`src/rtl/qec_map.svh`:
```
`ifndef QEC_MAP_SVH
`define QEC_MAP_SVH

// Byte addresses of the register words on the Avalon-MM slave.
`define QEC_OFS_CTRL 8'h00
`define QEC_OFS_IOC 8'h04
`define QEC_OFS_STAT 8'h08
`define QEC_OFS_POS 8'h0C
`define QEC_OFS_INIT_CAP 8'h10
`define QEC_OFS_GT_CMP 8'h14
`define QEC_OFS_LT_CMP 8'h18
`define QEC_OFS_VEL 8'h1C
`define QEC_OFS_IDX_CNT 8'h20
`define QEC_OFS_INT_TMR 8'h24

// Writable bits of the 16-bit control words; the rest read as stored or live.
`define QEC_CTRL_WMASK 16'hBF7F
`define QEC_IOC_WMASK 16'hFFF0
`define QEC_STAT_FLAG_MASK 16'h2AAA
`define QEC_STAT_EN_MASK 16'h1555

// Reset values.
`define QEC_CTRL_RESET 16'h0000
`define QEC_IOC_RESET 16'h0000
`define QEC_STAT_RESET 16'h0000

// Filter needs this many equal samples in a row before it accepts a new level.
`define QEC_FILTER_SAMPLES 2'h3

`endif

```
`src/rtl/qec_pkg.sv`:
```
`default_nettype none

package qec_pkg;

    typedef enum logic [1:0] {
        QEC_CCM_QUAD = 2'h0,
        QEC_CCM_EXT_UPDN = 2'h1,
        QEC_CCM_EXT_GATED = 2'h2,
        QEC_CCM_INT_TIMER = 2'h3
    } qec_ccm_type;

    typedef enum logic [2:0] {
        QEC_PI_NONE = 3'h0,
        QEC_PI_CLR_IDX = 3'h1,
        QEC_PI_LOAD_NEXT = 3'h2,
        QEC_PI_HOME_FIRST = 3'h3,
        QEC_PI_HOME_SECOND = 3'h4,
        QEC_PI_CLR_GE = 3'h5,
        QEC_PI_MODULO = 3'h6,
        QEC_PI_RSVD = 3'h7
    } qec_position_init_mode_type;

    typedef struct packed {
        logic counter_enable_bit;
        logic rsvd14;
        logic stop_in_idle_bit;
        qec_position_init_mode_type position_init_mode;
        logic [1:0] index_match_value;
        logic rsvd7;
        logic [2:0] timer_prescale_select;
        logic count_direction_select;
        logic gate_enable;
        qec_ccm_type count_mode_select;
    } qec_ctrl_type;

    typedef struct packed {
        logic index_capture_enable;
        logic input_filter_enable;
        logic [2:0] filter_clock_divide;
        logic [1:0] compare_output_function;
        logic phase_swap;
        logic home_polarity;
        logic index_polarity;
        logic phase_b_polarity;
        logic phase_a_polarity;
        logic home_status;
        logic index_status;
        logic phase_b_status;
        logic phase_a_status;
    } qec_ioc_type;

    typedef struct packed {
        logic [1:0] rsvd;
        logic greater_equal_flag;
        logic greater_equal_irq_enable;
        logic less_equal_flag;
        logic less_equal_irq_enable;
        logic position_overflow_flag;
        logic position_overflow_irq_enable;
        logic homing_complete_flag;
        logic homing_complete_irq_enable;
        logic velocity_overflow_flag;
        logic velocity_overflow_irq_enable;
        logic home_event_flag;
        logic home_event_irq_enable;
        logic index_event_flag;
        logic index_event_irq_enable;
    } qec_stat_type;

    // Encoder pins, bit order {home, index, phase B, phase A}.
    typedef struct packed {
        logic home_input;
        logic index_input;
        logic phase_b_input;
        logic phase_a_input;
    } qec_pins_type;

    typedef struct packed {
        logic [7:0] address;
        logic read;
        logic write;
        logic [31:0] writedata;
        logic [3:0] byteenable;
    } qec_avs_req_type;

    typedef struct packed {
        logic [4:0] sync1;
        logic [4:0] sync2;
        logic [4:0] sync3;
        logic [4:0] stable;
        logic [6:0] filter_div;
        logic [3:0] filter_val;
        logic [3:0][1:0] filter_cnt;
        logic [6:0] presc_div;
        qec_ctrl_type ctrl;
        qec_ioc_type ioc;
        qec_stat_type stat;
        logic [31:0] position_counter;
        logic [31:0] init_capture_value;
        logic [31:0] greater_compare_value;
        logic [31:0] lesser_compare_value;
        logic [15:0] velocity;
        logic [31:0] index_count;
        logic [31:0] interval_timer;
        logic prev_a;
        logic prev_b;
        logic prev_index;
        logic prev_home;
        logic load_armed;
        logic home_seen;
        logic index_once;
        logic ack;
        logic [31:0] rdata;
        logic compare_pin;
        logic irq;
    } qec_state_type;

endpackage

`default_nettype wire

```
`src/rtl/qec_quadrature_encoder_control.sv`:
```
`include "qec_map.svh"
`default_nettype none

// Summary of operation
// [RL1] Counter enable clear stops counters, registers live
// [RL2] Stop-in-idle halts operation during device idle
// [RL3] Init mode: none, clear, load next, modulo
// [RL4] Home then first or second index loads
// [RL5] Mode 101 clears position at greater compare
// [RL6] Timer count modes ignore init mode
// [RL7] Quadrature mode: index match clears position
// [RL8] Index match uses swapped, polarity-adjusted phases
// [RL9] Prescaler divides timer clock by power two
// [RL10] Direction bit negates count; in external updown too
// [RL11] Gate enable lets gate pin stall position
// [RL12] Count mode: x4, updown, gated, timer
// [RL13] Capture enable captures position on index match
// [RL14] Filter enable filters four inputs, else bypass
// [RL15] Filter clock divide by power of two
// [RL16] Compare pin function: off, ge, le, window
// [RL17] Swap exchanges phases before the decoder
// [RL18] Polarity bits invert each encoder input
// [RL19] Status bits show conditioned input levels
// [RL20] Compare flags set while position meets compares
// [RL21] Overflow flags set on counter wrap
// [RL22] Home, index, homing-complete flags set by events
// [RL23] Interrupt while any flag and enable set
module qec_quadrature_encoder_control
    import qec_pkg::*;
(
    input wire logic i_clk_sys,
    input wire logic i_rst,
    input wire qec_avs_req_type i_avs,
    output logic [31:0] o_avs_readdata,
    output logic o_avs_waitrequest,
    input wire qec_pins_type i_enc,
    input wire logic i_ext_gate,
    input wire logic i_idle_mode,
    output logic o_compare_output_pin,
    output logic o_irq
);

    qec_state_type r_r;
    qec_state_type r_nxt;

    logic run;
    logic timer_mode;
    logic pa, pb, pidx, phome;
    logic qa, qb;
    logic match;
    logic idx_rise, idx_ev, home_ev;
    logic ptick, ftick;
    logic cnt_ev, up, gate_ok;
    logic ge_cond, le_cond;
    logic wr_go, acc;
    logic [15:0] ctrl_w, ioc_w, stat_w;
    qec_stat_type set_s;
    logic [4:0] raw;

    function automatic logic div_tick(input logic [6:0] cnt, input logic [2:0] sel);
        logic [6:0] m;
        m = 7'((8'h01 << sel) - 8'h01);
        return (cnt & m) == m;
    endfunction

    function automatic logic [31:0] be_merge(input logic [31:0] old, input qec_avs_req_type q);
        logic [31:0] v;
        v = old;
        for (int i = 0; i < 4; i++) begin
            if (q.byteenable[i]) begin
                v[i*8 +: 8] = q.writedata[i*8 +: 8];
            end
        end
        return v;
    endfunction

    function automatic logic hit(input qec_avs_req_type q, input logic [7:0] ofs);
        return q.address == ofs;
    endfunction

    assign raw = {i_ext_gate, i_enc};

    always_comb begin
        r_nxt = r_r;
        set_s = '0;

        // Pins pass three flops; a new level counts once the last two agree.
        r_nxt.sync1 = raw;
        r_nxt.sync2 = r_r.sync1;
        r_nxt.sync3 = r_r.sync2;
        r_nxt.stable = ((r_r.sync2 ~^ r_r.sync3) & r_r.sync3) |
                       ((r_r.sync2 ^ r_r.sync3) & r_r.stable);

        // The filter demands three equal samples on the divided filter clock.
        r_nxt.filter_div = r_r.filter_div + 7'h01;
        ftick = div_tick(r_r.filter_div, r_r.ioc.filter_clock_divide); // [RL15]
        for (int i = 0; i < 4; i++) begin
            if (!r_r.ioc.input_filter_enable) begin
                r_nxt.filter_val[i] = r_r.stable[i]; // [RL14]
                r_nxt.filter_cnt[i] = 2'h0;
            end else if (ftick) begin
                if (r_r.stable[i] == r_r.filter_val[i]) begin
                    r_nxt.filter_cnt[i] = 2'h0;
                end else if (r_r.filter_cnt[i] == `QEC_FILTER_SAMPLES - 2'h1) begin
                    r_nxt.filter_val[i] = r_r.stable[i]; // [RL14]
                    r_nxt.filter_cnt[i] = 2'h0;
                end else begin
                    r_nxt.filter_cnt[i] = r_r.filter_cnt[i] + 2'h1;
                end
            end
        end

        pa = r_r.filter_val[0] ^ r_r.ioc.phase_a_polarity; // [RL18]
        pb = r_r.filter_val[1] ^ r_r.ioc.phase_b_polarity; // [RL18]
        pidx = r_r.filter_val[2] ^ r_r.ioc.index_polarity; // [RL18]
        phome = r_r.filter_val[3] ^ r_r.ioc.home_polarity; // [RL18]
        qa = r_r.ioc.phase_swap ? pb : pa; // [RL17]
        qb = r_r.ioc.phase_swap ? pa : pb; // [RL17]
        r_nxt.ioc.home_status = phome; // [RL19]
        r_nxt.ioc.index_status = pidx; // [RL19]
        r_nxt.ioc.phase_b_status = qb; // [RL19]
        r_nxt.ioc.phase_a_status = qa; // [RL19]
        r_nxt.prev_a = qa;
        r_nxt.prev_b = qb;
        r_nxt.prev_index = pidx;
        r_nxt.prev_home = phome;

        run = r_r.ctrl.counter_enable_bit && // [RL1]
              !(r_r.ctrl.stop_in_idle_bit && i_idle_mode); // [RL2]
        timer_mode = r_r.ctrl.count_mode_select[1]; // [RL6]

        // The index only counts in quadrature mode when the phases match.
        match = (qb == r_r.ctrl.index_match_value[1]) && // [RL8]
                (qa == r_r.ctrl.index_match_value[0]);
        idx_rise = pidx && !r_r.prev_index;
        idx_ev = idx_rise && (r_r.ctrl.count_mode_select != QEC_CCM_QUAD || match); // [RL7]
        home_ev = phome && !r_r.prev_home;

        if (run) begin
            r_nxt.presc_div = r_r.presc_div + 7'h01;
        end
        ptick = run && div_tick(r_r.presc_div, r_r.ctrl.timer_prescale_select); // [RL9]
        gate_ok = !r_r.ctrl.gate_enable || r_r.stable[4]; // [RL11]

        unique case (r_r.ctrl.count_mode_select) // [RL12]
            QEC_CCM_QUAD: begin
                cnt_ev = (qa ^ r_r.prev_a) ^ (qb ^ r_r.prev_b);
                up = qa ^ r_r.prev_b;
            end
            QEC_CCM_EXT_UPDN: begin
                cnt_ev = qa && !r_r.prev_a;
                up = qb; // [RL10]
            end
            QEC_CCM_EXT_GATED: begin
                cnt_ev = qa && !r_r.prev_a;
                up = 1'b1;
            end
            QEC_CCM_INT_TIMER: begin
                cnt_ev = ptick;
                up = 1'b1;
            end
        endcase
        up = up ^ r_r.ctrl.count_direction_select; // [RL10]

        if (run && cnt_ev && gate_ok) begin // [RL1] [RL11]
            if (!timer_mode && r_r.ctrl.position_init_mode == QEC_PI_MODULO && // [RL3]
                up && r_r.position_counter == r_r.greater_compare_value) begin
                r_nxt.position_counter = r_r.lesser_compare_value;
            end else if (!timer_mode && r_r.ctrl.position_init_mode == QEC_PI_MODULO &&
                         !up && r_r.position_counter == r_r.lesser_compare_value) begin
                r_nxt.position_counter = r_r.greater_compare_value; // [RL3]
            end else begin
                r_nxt.position_counter = up ? r_r.position_counter + 32'h1 :
                                              r_r.position_counter - 32'h1;
                set_s.position_overflow_flag = up ? &r_r.position_counter : // [RL21]
                                                    ~|r_r.position_counter;
            end
            r_nxt.velocity = up ? r_r.velocity + 16'h1 : r_r.velocity - 16'h1;
            set_s.velocity_overflow_flag = up ? r_r.velocity == 16'h7FFF : // [RL21]
                                                r_r.velocity == 16'h8000;
        end
        if (ptick) begin
            r_nxt.interval_timer = r_r.interval_timer + 32'h1;
        end

        if (run) begin
            if (idx_ev) begin
                r_nxt.index_count = up ? r_r.index_count + 32'h1 : r_r.index_count - 32'h1;
                set_s.index_event_flag = 1'b1; // [RL22]
                if (r_r.ioc.index_capture_enable) begin
                    r_nxt.init_capture_value = r_r.position_counter; // [RL13]
                end
            end
            if (home_ev) begin
                set_s.home_event_flag = 1'b1; // [RL22]
            end
            if (!timer_mode) begin // [RL6]
                unique case (r_r.ctrl.position_init_mode)
                    QEC_PI_CLR_IDX: begin
                        if (idx_ev) begin
                            r_nxt.position_counter = 32'h0; // [RL3] [RL7]
                        end
                    end
                    QEC_PI_LOAD_NEXT: begin
                        if (idx_ev && r_r.load_armed) begin
                            r_nxt.position_counter = r_r.init_capture_value; // [RL3]
                            r_nxt.load_armed = 1'b0;
                        end
                    end
                    QEC_PI_HOME_FIRST, QEC_PI_HOME_SECOND: begin
                        if (home_ev) begin
                            r_nxt.home_seen = 1'b1;
                            r_nxt.index_once = 1'b0;
                        end else if (idx_ev && r_r.home_seen) begin
                            if (r_r.ctrl.position_init_mode == QEC_PI_HOME_FIRST ||
                                r_r.index_once) begin
                                r_nxt.position_counter = r_r.init_capture_value; // [RL4]
                                set_s.homing_complete_flag = 1'b1; // [RL4] [RL22]
                                r_nxt.home_seen = 1'b0;
                                r_nxt.index_once = 1'b0;
                            end else begin
                                r_nxt.index_once = 1'b1; // [RL4]
                            end
                        end
                    end
                    QEC_PI_CLR_GE: begin
                        if (r_r.position_counter == r_r.greater_compare_value) begin
                            r_nxt.position_counter = 32'h0; // [RL5]
                        end
                    end
                    QEC_PI_NONE, QEC_PI_MODULO, QEC_PI_RSVD: begin
                    end
                endcase
            end
        end

        ge_cond = $signed(r_r.position_counter) >= $signed(r_r.greater_compare_value);
        le_cond = $signed(r_r.position_counter) <= $signed(r_r.lesser_compare_value);
        set_s.greater_equal_flag = ge_cond; // [RL20]
        set_s.less_equal_flag = le_cond; // [RL20]
        unique case (r_r.ioc.compare_output_function) // [RL16]
            2'h0: r_nxt.compare_pin = 1'b0;
            2'h1: r_nxt.compare_pin = ge_cond;
            2'h2: r_nxt.compare_pin = le_cond;
            2'h3: r_nxt.compare_pin = ge_cond && le_cond;
        endcase

        // One wait cycle per access; the write lands when waitrequest is low.
        acc = (i_avs.read || i_avs.write) && !r_r.ack;
        wr_go = i_avs.write && r_r.ack;
        r_nxt.ack = acc;
        ctrl_w = 16'(be_merge({16'h0000, r_r.ctrl}, i_avs));
        ioc_w = 16'(be_merge({16'h0000, r_r.ioc}, i_avs));
        stat_w = 16'(be_merge({16'h0000, r_r.stat}, i_avs));
        if (acc) begin
            unique case (i_avs.address)
                `QEC_OFS_CTRL: r_nxt.rdata = {16'h0000, r_r.ctrl};
                `QEC_OFS_IOC: r_nxt.rdata = {16'h0000, r_r.ioc};
                `QEC_OFS_STAT: r_nxt.rdata = {16'h0000, r_r.stat};
                `QEC_OFS_POS: r_nxt.rdata = r_r.position_counter;
                `QEC_OFS_INIT_CAP: r_nxt.rdata = r_r.init_capture_value;
                `QEC_OFS_GT_CMP: r_nxt.rdata = r_r.greater_compare_value;
                `QEC_OFS_LT_CMP: r_nxt.rdata = r_r.lesser_compare_value;
                `QEC_OFS_VEL: r_nxt.rdata = {16'h0000, r_r.velocity};
                `QEC_OFS_IDX_CNT: r_nxt.rdata = r_r.index_count;
                `QEC_OFS_INT_TMR: r_nxt.rdata = r_r.interval_timer;
                default: r_nxt.rdata = 32'h0;
            endcase
        end
        if (wr_go) begin // [RL1]
            if (hit(i_avs, `QEC_OFS_CTRL)) begin
                r_nxt.ctrl = ctrl_w & `QEC_CTRL_WMASK;
                r_nxt.load_armed = ctrl_w[12:10] == QEC_PI_LOAD_NEXT;
                r_nxt.home_seen = 1'b0;
                r_nxt.index_once = 1'b0;
            end
            if (hit(i_avs, `QEC_OFS_IOC)) begin
                r_nxt.ioc = (ioc_w & `QEC_IOC_WMASK) | (r_nxt.ioc & ~`QEC_IOC_WMASK);
            end
            if (hit(i_avs, `QEC_OFS_POS)) begin
                r_nxt.position_counter = be_merge(r_r.position_counter, i_avs);
            end
            if (hit(i_avs, `QEC_OFS_INIT_CAP)) begin
                r_nxt.init_capture_value = be_merge(r_r.init_capture_value, i_avs);
            end
            if (hit(i_avs, `QEC_OFS_GT_CMP)) begin
                r_nxt.greater_compare_value = be_merge(r_r.greater_compare_value, i_avs);
            end
            if (hit(i_avs, `QEC_OFS_LT_CMP)) begin
                r_nxt.lesser_compare_value = be_merge(r_r.lesser_compare_value, i_avs);
            end
            if (hit(i_avs, `QEC_OFS_VEL)) begin
                r_nxt.velocity = 16'(be_merge({16'h0000, r_r.velocity}, i_avs));
            end
            if (hit(i_avs, `QEC_OFS_IDX_CNT)) begin
                r_nxt.index_count = be_merge(r_r.index_count, i_avs);
            end
            if (hit(i_avs, `QEC_OFS_INT_TMR)) begin
                r_nxt.interval_timer = be_merge(r_r.interval_timer, i_avs);
            end
        end

        // Writing 0 clears a flag, writing 1 leaves it; a new event beats the clear.
        if (wr_go && hit(i_avs, `QEC_OFS_STAT)) begin
            r_nxt.stat = (stat_w & `QEC_STAT_EN_MASK) |
                         (stat_w & r_r.stat & `QEC_STAT_FLAG_MASK) | set_s; // [RL21] [RL22]
        end else begin
            r_nxt.stat = r_r.stat | set_s; // [RL20] [RL21] [RL22]
        end

        r_nxt.irq = |({r_r.stat[13], r_r.stat[11], r_r.stat[9], r_r.stat[7], // [RL23]
                       r_r.stat[5], r_r.stat[3], r_r.stat[1]} &
                      {r_r.stat[12], r_r.stat[10], r_r.stat[8], r_r.stat[6],
                       r_r.stat[4], r_r.stat[2], r_r.stat[0]});
    end

    always_ff @(posedge i_clk_sys) begin
        if (i_rst) begin
            r_r <= '0;
        end else begin
            r_r <= r_nxt;
        end
    end

    assign o_avs_readdata = r_r.rdata;
    assign o_avs_waitrequest = !r_r.ack;
    assign o_compare_output_pin = r_r.compare_pin;
    assign o_irq = r_r.irq;

endmodule

`default_nettype wire

```
`config.mk`:
```
export PLATFORM = sky130hd
export DESIGN_NAME = qec_quadrature_encoder_control
export DESIGN_NICKNAME = d
export VERILOG_FILES = /design/src/rtl/qec_pkg.sv /design/src/rtl/qec_quadrature_encoder_control.sv
export VERILOG_INCLUDE_DIRS = /design/src /design/src/rtl
export SDC_FILE = /design/constraint.sdc
export NUM_CORES = 1
export LEC_CHECK = 0
export ABC_CLOCK_PERIOD_IN_PS = 4700
export BUFFER_PORTS_ARGS = -buffer_cell sky130_fd_sc_hd__buf_2
export CAP_MARGIN = 20
export CORE_ASPECT_RATIO = 1.5
export CORE_MARGIN = 1.5
export CORE_UTILIZATION = 30
export DETAILED_ROUTE_END_ITERATION = 12
export GPL_ROUTABILITY_DRIVEN = 0
export RECOVER_POWER = 25
export SYNTH_ARGS = -nofsm -noshare
export SYNTH_HDL_FRONTEND = slang
export SYNTH_SLANG_ARGS = --single-unit
```
`constraint.sdc`:
```
create_clock -name i_clk_sys -period 4.7 [get_ports i_clk_sys]
set_input_delay 0.235 -clock i_clk_sys [delete_from_list [all_inputs] [get_ports i_clk_sys]]
set_output_delay 0.235 -clock i_clk_sys [all_outputs]
set_load 0.1 [all_outputs]
```
==> impl_metrics.json <==
{
  "area.growth.synth_to_final_pct": 12.8,
  "worst_pin_slew_ps": 4290,
  "maximum_number_of_pins_on_one_net_before_global_route_repair": 194,
  "synth.avg_cell_area_um2": 7.39,
  "outcome": "complete, but fails checks",
  "antenna_violation_net_count_after_detailed_routing": 0,
  "ys_seq_area_frac": 0.301,
  "failed_checks": "max-capacitance violations, max-slew violations",
  "post-route-min-period_ps": 4290,
  "die_area_um2": 76200,
  "max_slew_margin": -1.86,
  "dpl.hpwl_mm": 74.9,
  "power_density_nw_per_um2": 258,
  "synthTopCellsByCount": "356 x sky130_fd_sc_hd__nand2_1, 336 x sky130_fd_sc_hd__dfxtp_1, 292 x sky130_fd_sc_hd__a21oi_1",
  "first_global_vias": 23075,
  "clk-insertion-delay-late_ps": 610,
  "report.power.total_mw": 6.50,
  "global_route.overflow_total": 0,
  "cts_htree_levels": 2,
  "syn_area_um2": 22400,
  "drt-total-wl_mm": 105,
  "critical_path.endpoint_type": "register",
  "initial_core_util": 0.303,
  "hold_class": "primary input to register",
  "timing.critical_path.from_type": "register",
  "postSynthRegisterBits": 336,
  "placement.io_buffers": 88,
  "placedCellCount": 3924,
  "finalNetCount": 3126,
  "setup_viol_count_final": 0,
  "io_pins": 89,
  "regToRegStartpoint": "r_r[283]$_SDFFE_PP0P_",
  "detailroute.via_count": 24852,
  "worstHoldPathCells": 3,
  "clockRootBuffer": "sky130_fd_sc_hd__clkbuf_16",
  "drv_slew": 194,
  "rows": 122,
  "crit_path_max_fanout": 10,
  "global_route_wire_length_before_repair_mm": 154,
  "critPathCapture": "r_r[248]$_SDFFE_PP0P_",
  "finalCritPeriodShare": 0.913,
  "fin_setup_tns_ps": 0,
  "synth_cell_type_count": 82,
  "dr.first_iter.drc_count": 3246,
  "cts.sinks": 336,
  "max_clock_freq_mhz": 233,
  "ff2ff_path_depth": 17,
  "synthDominantCellAreaShare": 0.301,
  "grt_util_all_layers": 0.270,
  "synth_top_cells_by_area": "sky130_fd_sc_hd__dfxtp_1 30%, sky130_fd_sc_hd__a21oi_1 6.5%, sky130_fd_sc_hd__nand2_1 6.0%",
  "hold_start": "i_avs[30]",
  "die-width_um": 226,
  "hold_violations": 0,
  "num-fill-cells": 7814,
  "synth-edff-count": 0,
  "cts.clk_slew.worst_paths_ps": 60,
  "maximum_vdd_ir_drop_mv": 0.243,
  "antenna_found_initial": 3,
  "worstPathRequired_ps": 5190,
  "post_route_cells_drive_above_1_share": 0.0898,
  "layout.area.seq_um2": 6730,
  "route.detailed.wl_per_inst_um": 26.2,
  "synth-async-reset-ratio": 0,
  "multi_input_comb_area_um2": 14200,
  "detailedRoute.firstPassIterationCount": 10,
  "standby_leakage_power_nw": 8.86,
  "r2r_slack_ps": 410,
  "route.detailed.vias_per_inst": 6.19,
  "timing.setup.critical_path_class": "register to register",
  "count_of_warnings_emitted_by_yosys": 0,
  "core_outline_area_um2": 73700,
  "die_h_um": 337,
  "grt_setup_unrepaired": "false",
  "cts_inserted_buffers": 37,
  "regToRegEndpoint": "r_r[248]$_SDFFE_PP0P_",
  "postSynthCellCount": 3026,
  "cts-root-to-sink-buffers": 3,
  "tritoncts": "built",
  "worst_ep_arrival_time_ps": 4790,
  "netlist.top_cell.by_area": "sky130_fd_sc_hd__dfxtp_1",
  "cap_violations": 1,
  "dominantRegCellSynth": "sky130_fd_sc_hd__dfxtp_1",
  "route.detailed.drc": 0,
  "finClkSkew_ps": 28.6,
  "worst_setup_path_startpoint": "r_r[283]$_SDFFE_PP0P_",
  "post-synth-top-count-cell": "sky130_fd_sc_hd__nand2_1",
  "instances_no_fill": 4015,
  "syn_nets": 3160
}
[critical path, stage by stage, from the launching register on]
cell and delay, ps:
sky130_fd_sc_hd__dfxtp_1 460, sky130_fd_sc_hd__inv_1 130, sky130_fd_sc_hd__ha_1 210, sky130_fd_sc_hd__buf_4 170, sky130_fd_sc_hd__and3b_1 170, sky130_fd_sc_hd__mux2i_1 130
sky130_fd_sc_hd__o211a_1 320, sky130_fd_sc_hd__xnor2_4 180, sky130_fd_sc_hd__xnor2_1 160, sky130_fd_sc_hd__ha_2 290, sky130_fd_sc_hd__nand3_1 200, sky130_fd_sc_hd__nor3_4 210
sky130_fd_sc_hd__nand2_1 160, sky130_fd_sc_hd__or4_1 550, sky130_fd_sc_hd__a21oi_1 160, sky130_fd_sc_hd__o21ai_0 100, sky130_fd_sc_hd__a211o_1 330, sky130_fd_sc_hd__a221oi_1 270
[cells in the final DEF (no fill, tap or decap), types with 50 or more instances in the layout]
cell / n
sky130_fd_sc_hd__nand2_1: 356
sky130_fd_sc_hd__dfxtp_1: 336
sky130_fd_sc_hd__a21oi_1: 292
sky130_fd_sc_hd__nor2_1: 279
sky130_fd_sc_hd__o21ai_0: 140
sky130_fd_sc_hd__nand3_1: 118
sky130_fd_sc_hd__mux2i_1: 109
sky130_fd_sc_hd__buf_4: 102
sky130_fd_sc_hd__nor3_1: 96
sky130_fd_sc_hd__inv_1: 92
sky130_fd_sc_hd__ha_1: 79
sky130_fd_sc_hd__nand4_1: 75
sky130_fd_sc_hd__a31oi_1: 66
sky130_fd_sc_hd__a22oi_1: 58
sky130_fd_sc_hd__a222oi_1: 57
sky130_fd_sc_hd__buf_2: 52
sky130_fd_sc_hd__a221oi_1: 50
[registers in the layout, indices dropped and copies added (netlist names), named ones only]
| name | flops |
|---|---|
| o_avs_readdata | 32 |
| o_irq | 1 |
| o_compare_output_pin | 1 |
| r_nxt | 10 |
| r_r | 280 |
[per-stage QoR]
stage	setup WS [ps]	util	area [µm²]	hold slack [ps]
detailed placement	101	0.322	23700	428
floorplan	88.1	-	22400	363
global placement	175	0.322	23700	424
global route	19.1	0.342	25200	16.0
finish	407	0.342	25200	19.2
CTS	47.2	0.342	25200	5.09
[timing repair]
| action | CTS | global route |
|---|---|---|
| setup buffers | 0 | 2 |
| resized for setup | 0 | 5 |
| hold endpoints to repair | 33 | 0 |
| hold buffers | 15 | 0 |
| endpoints found under the setup margin | 0 | 3 |
[worst min-delay path by stage]
| stage | endpoint | slack, ps |
|---|---|---|
| 5_1_grt | r_r[155]$_SDFFE_PP0P_ | 20 |
| 3_3_place_gp | r_nxt[329]$_SDFF_PP0_ | 420 |
| 2_1_floorplan | r_nxt[334]$_SDFF_PP0_ | 360 |
| 3_5_place_dp | r_nxt[331]$_SDFF_PP0_ | 430 |
| 4_1_cts | r_r[254]$_SDFFE_PP0P_ | 5 |
| 6_report | r_r[180]$_SDFFE_PP0P_ | 20 |
[cell families after synthesis]
logic type / synth area share
compound gates: 0.255
xor+xnor: 0.0191
fa+ha+maj: 0.0447
buf+inv: 0.0696
flops: 0.301
mux: 0.0532
simple gates: 0.258
[report_power, final]
group | switching (mW) | total [mW] | internal [mW]
Clock | 1.38 | 3.32 | 1.94
Sequential | 0.00828 | 2.86 | 2.86
Combinational | 0.246 | 0.319 | 0.0731
[cell type report]
type / count / share of cell area
diodes: 4 / 0.000397
multi-input cells: 2313 / 0.562
clock inverters: 19 / 0.0131
inverters: 92 / 0.0137
clock buffers: 47 / 0.0402
well taps: 992 / 0.0492
flip-flops and latches: 336 / 0.267
repair buffers: 212 / 0.0543
[layer usage]
| layer | GRT usage | part of all wire |
|---|---|---|
| met5 | 0 | 0.00010 |
| met4 | 0.210 | 0.093 |
| met3 | 0.0515 | 0.086 |
| met1 | 0.307 | 0.36 |
| met2 | 0.444 | 0.46 |
Note: power is estimated with default switching activity, not from simulation.
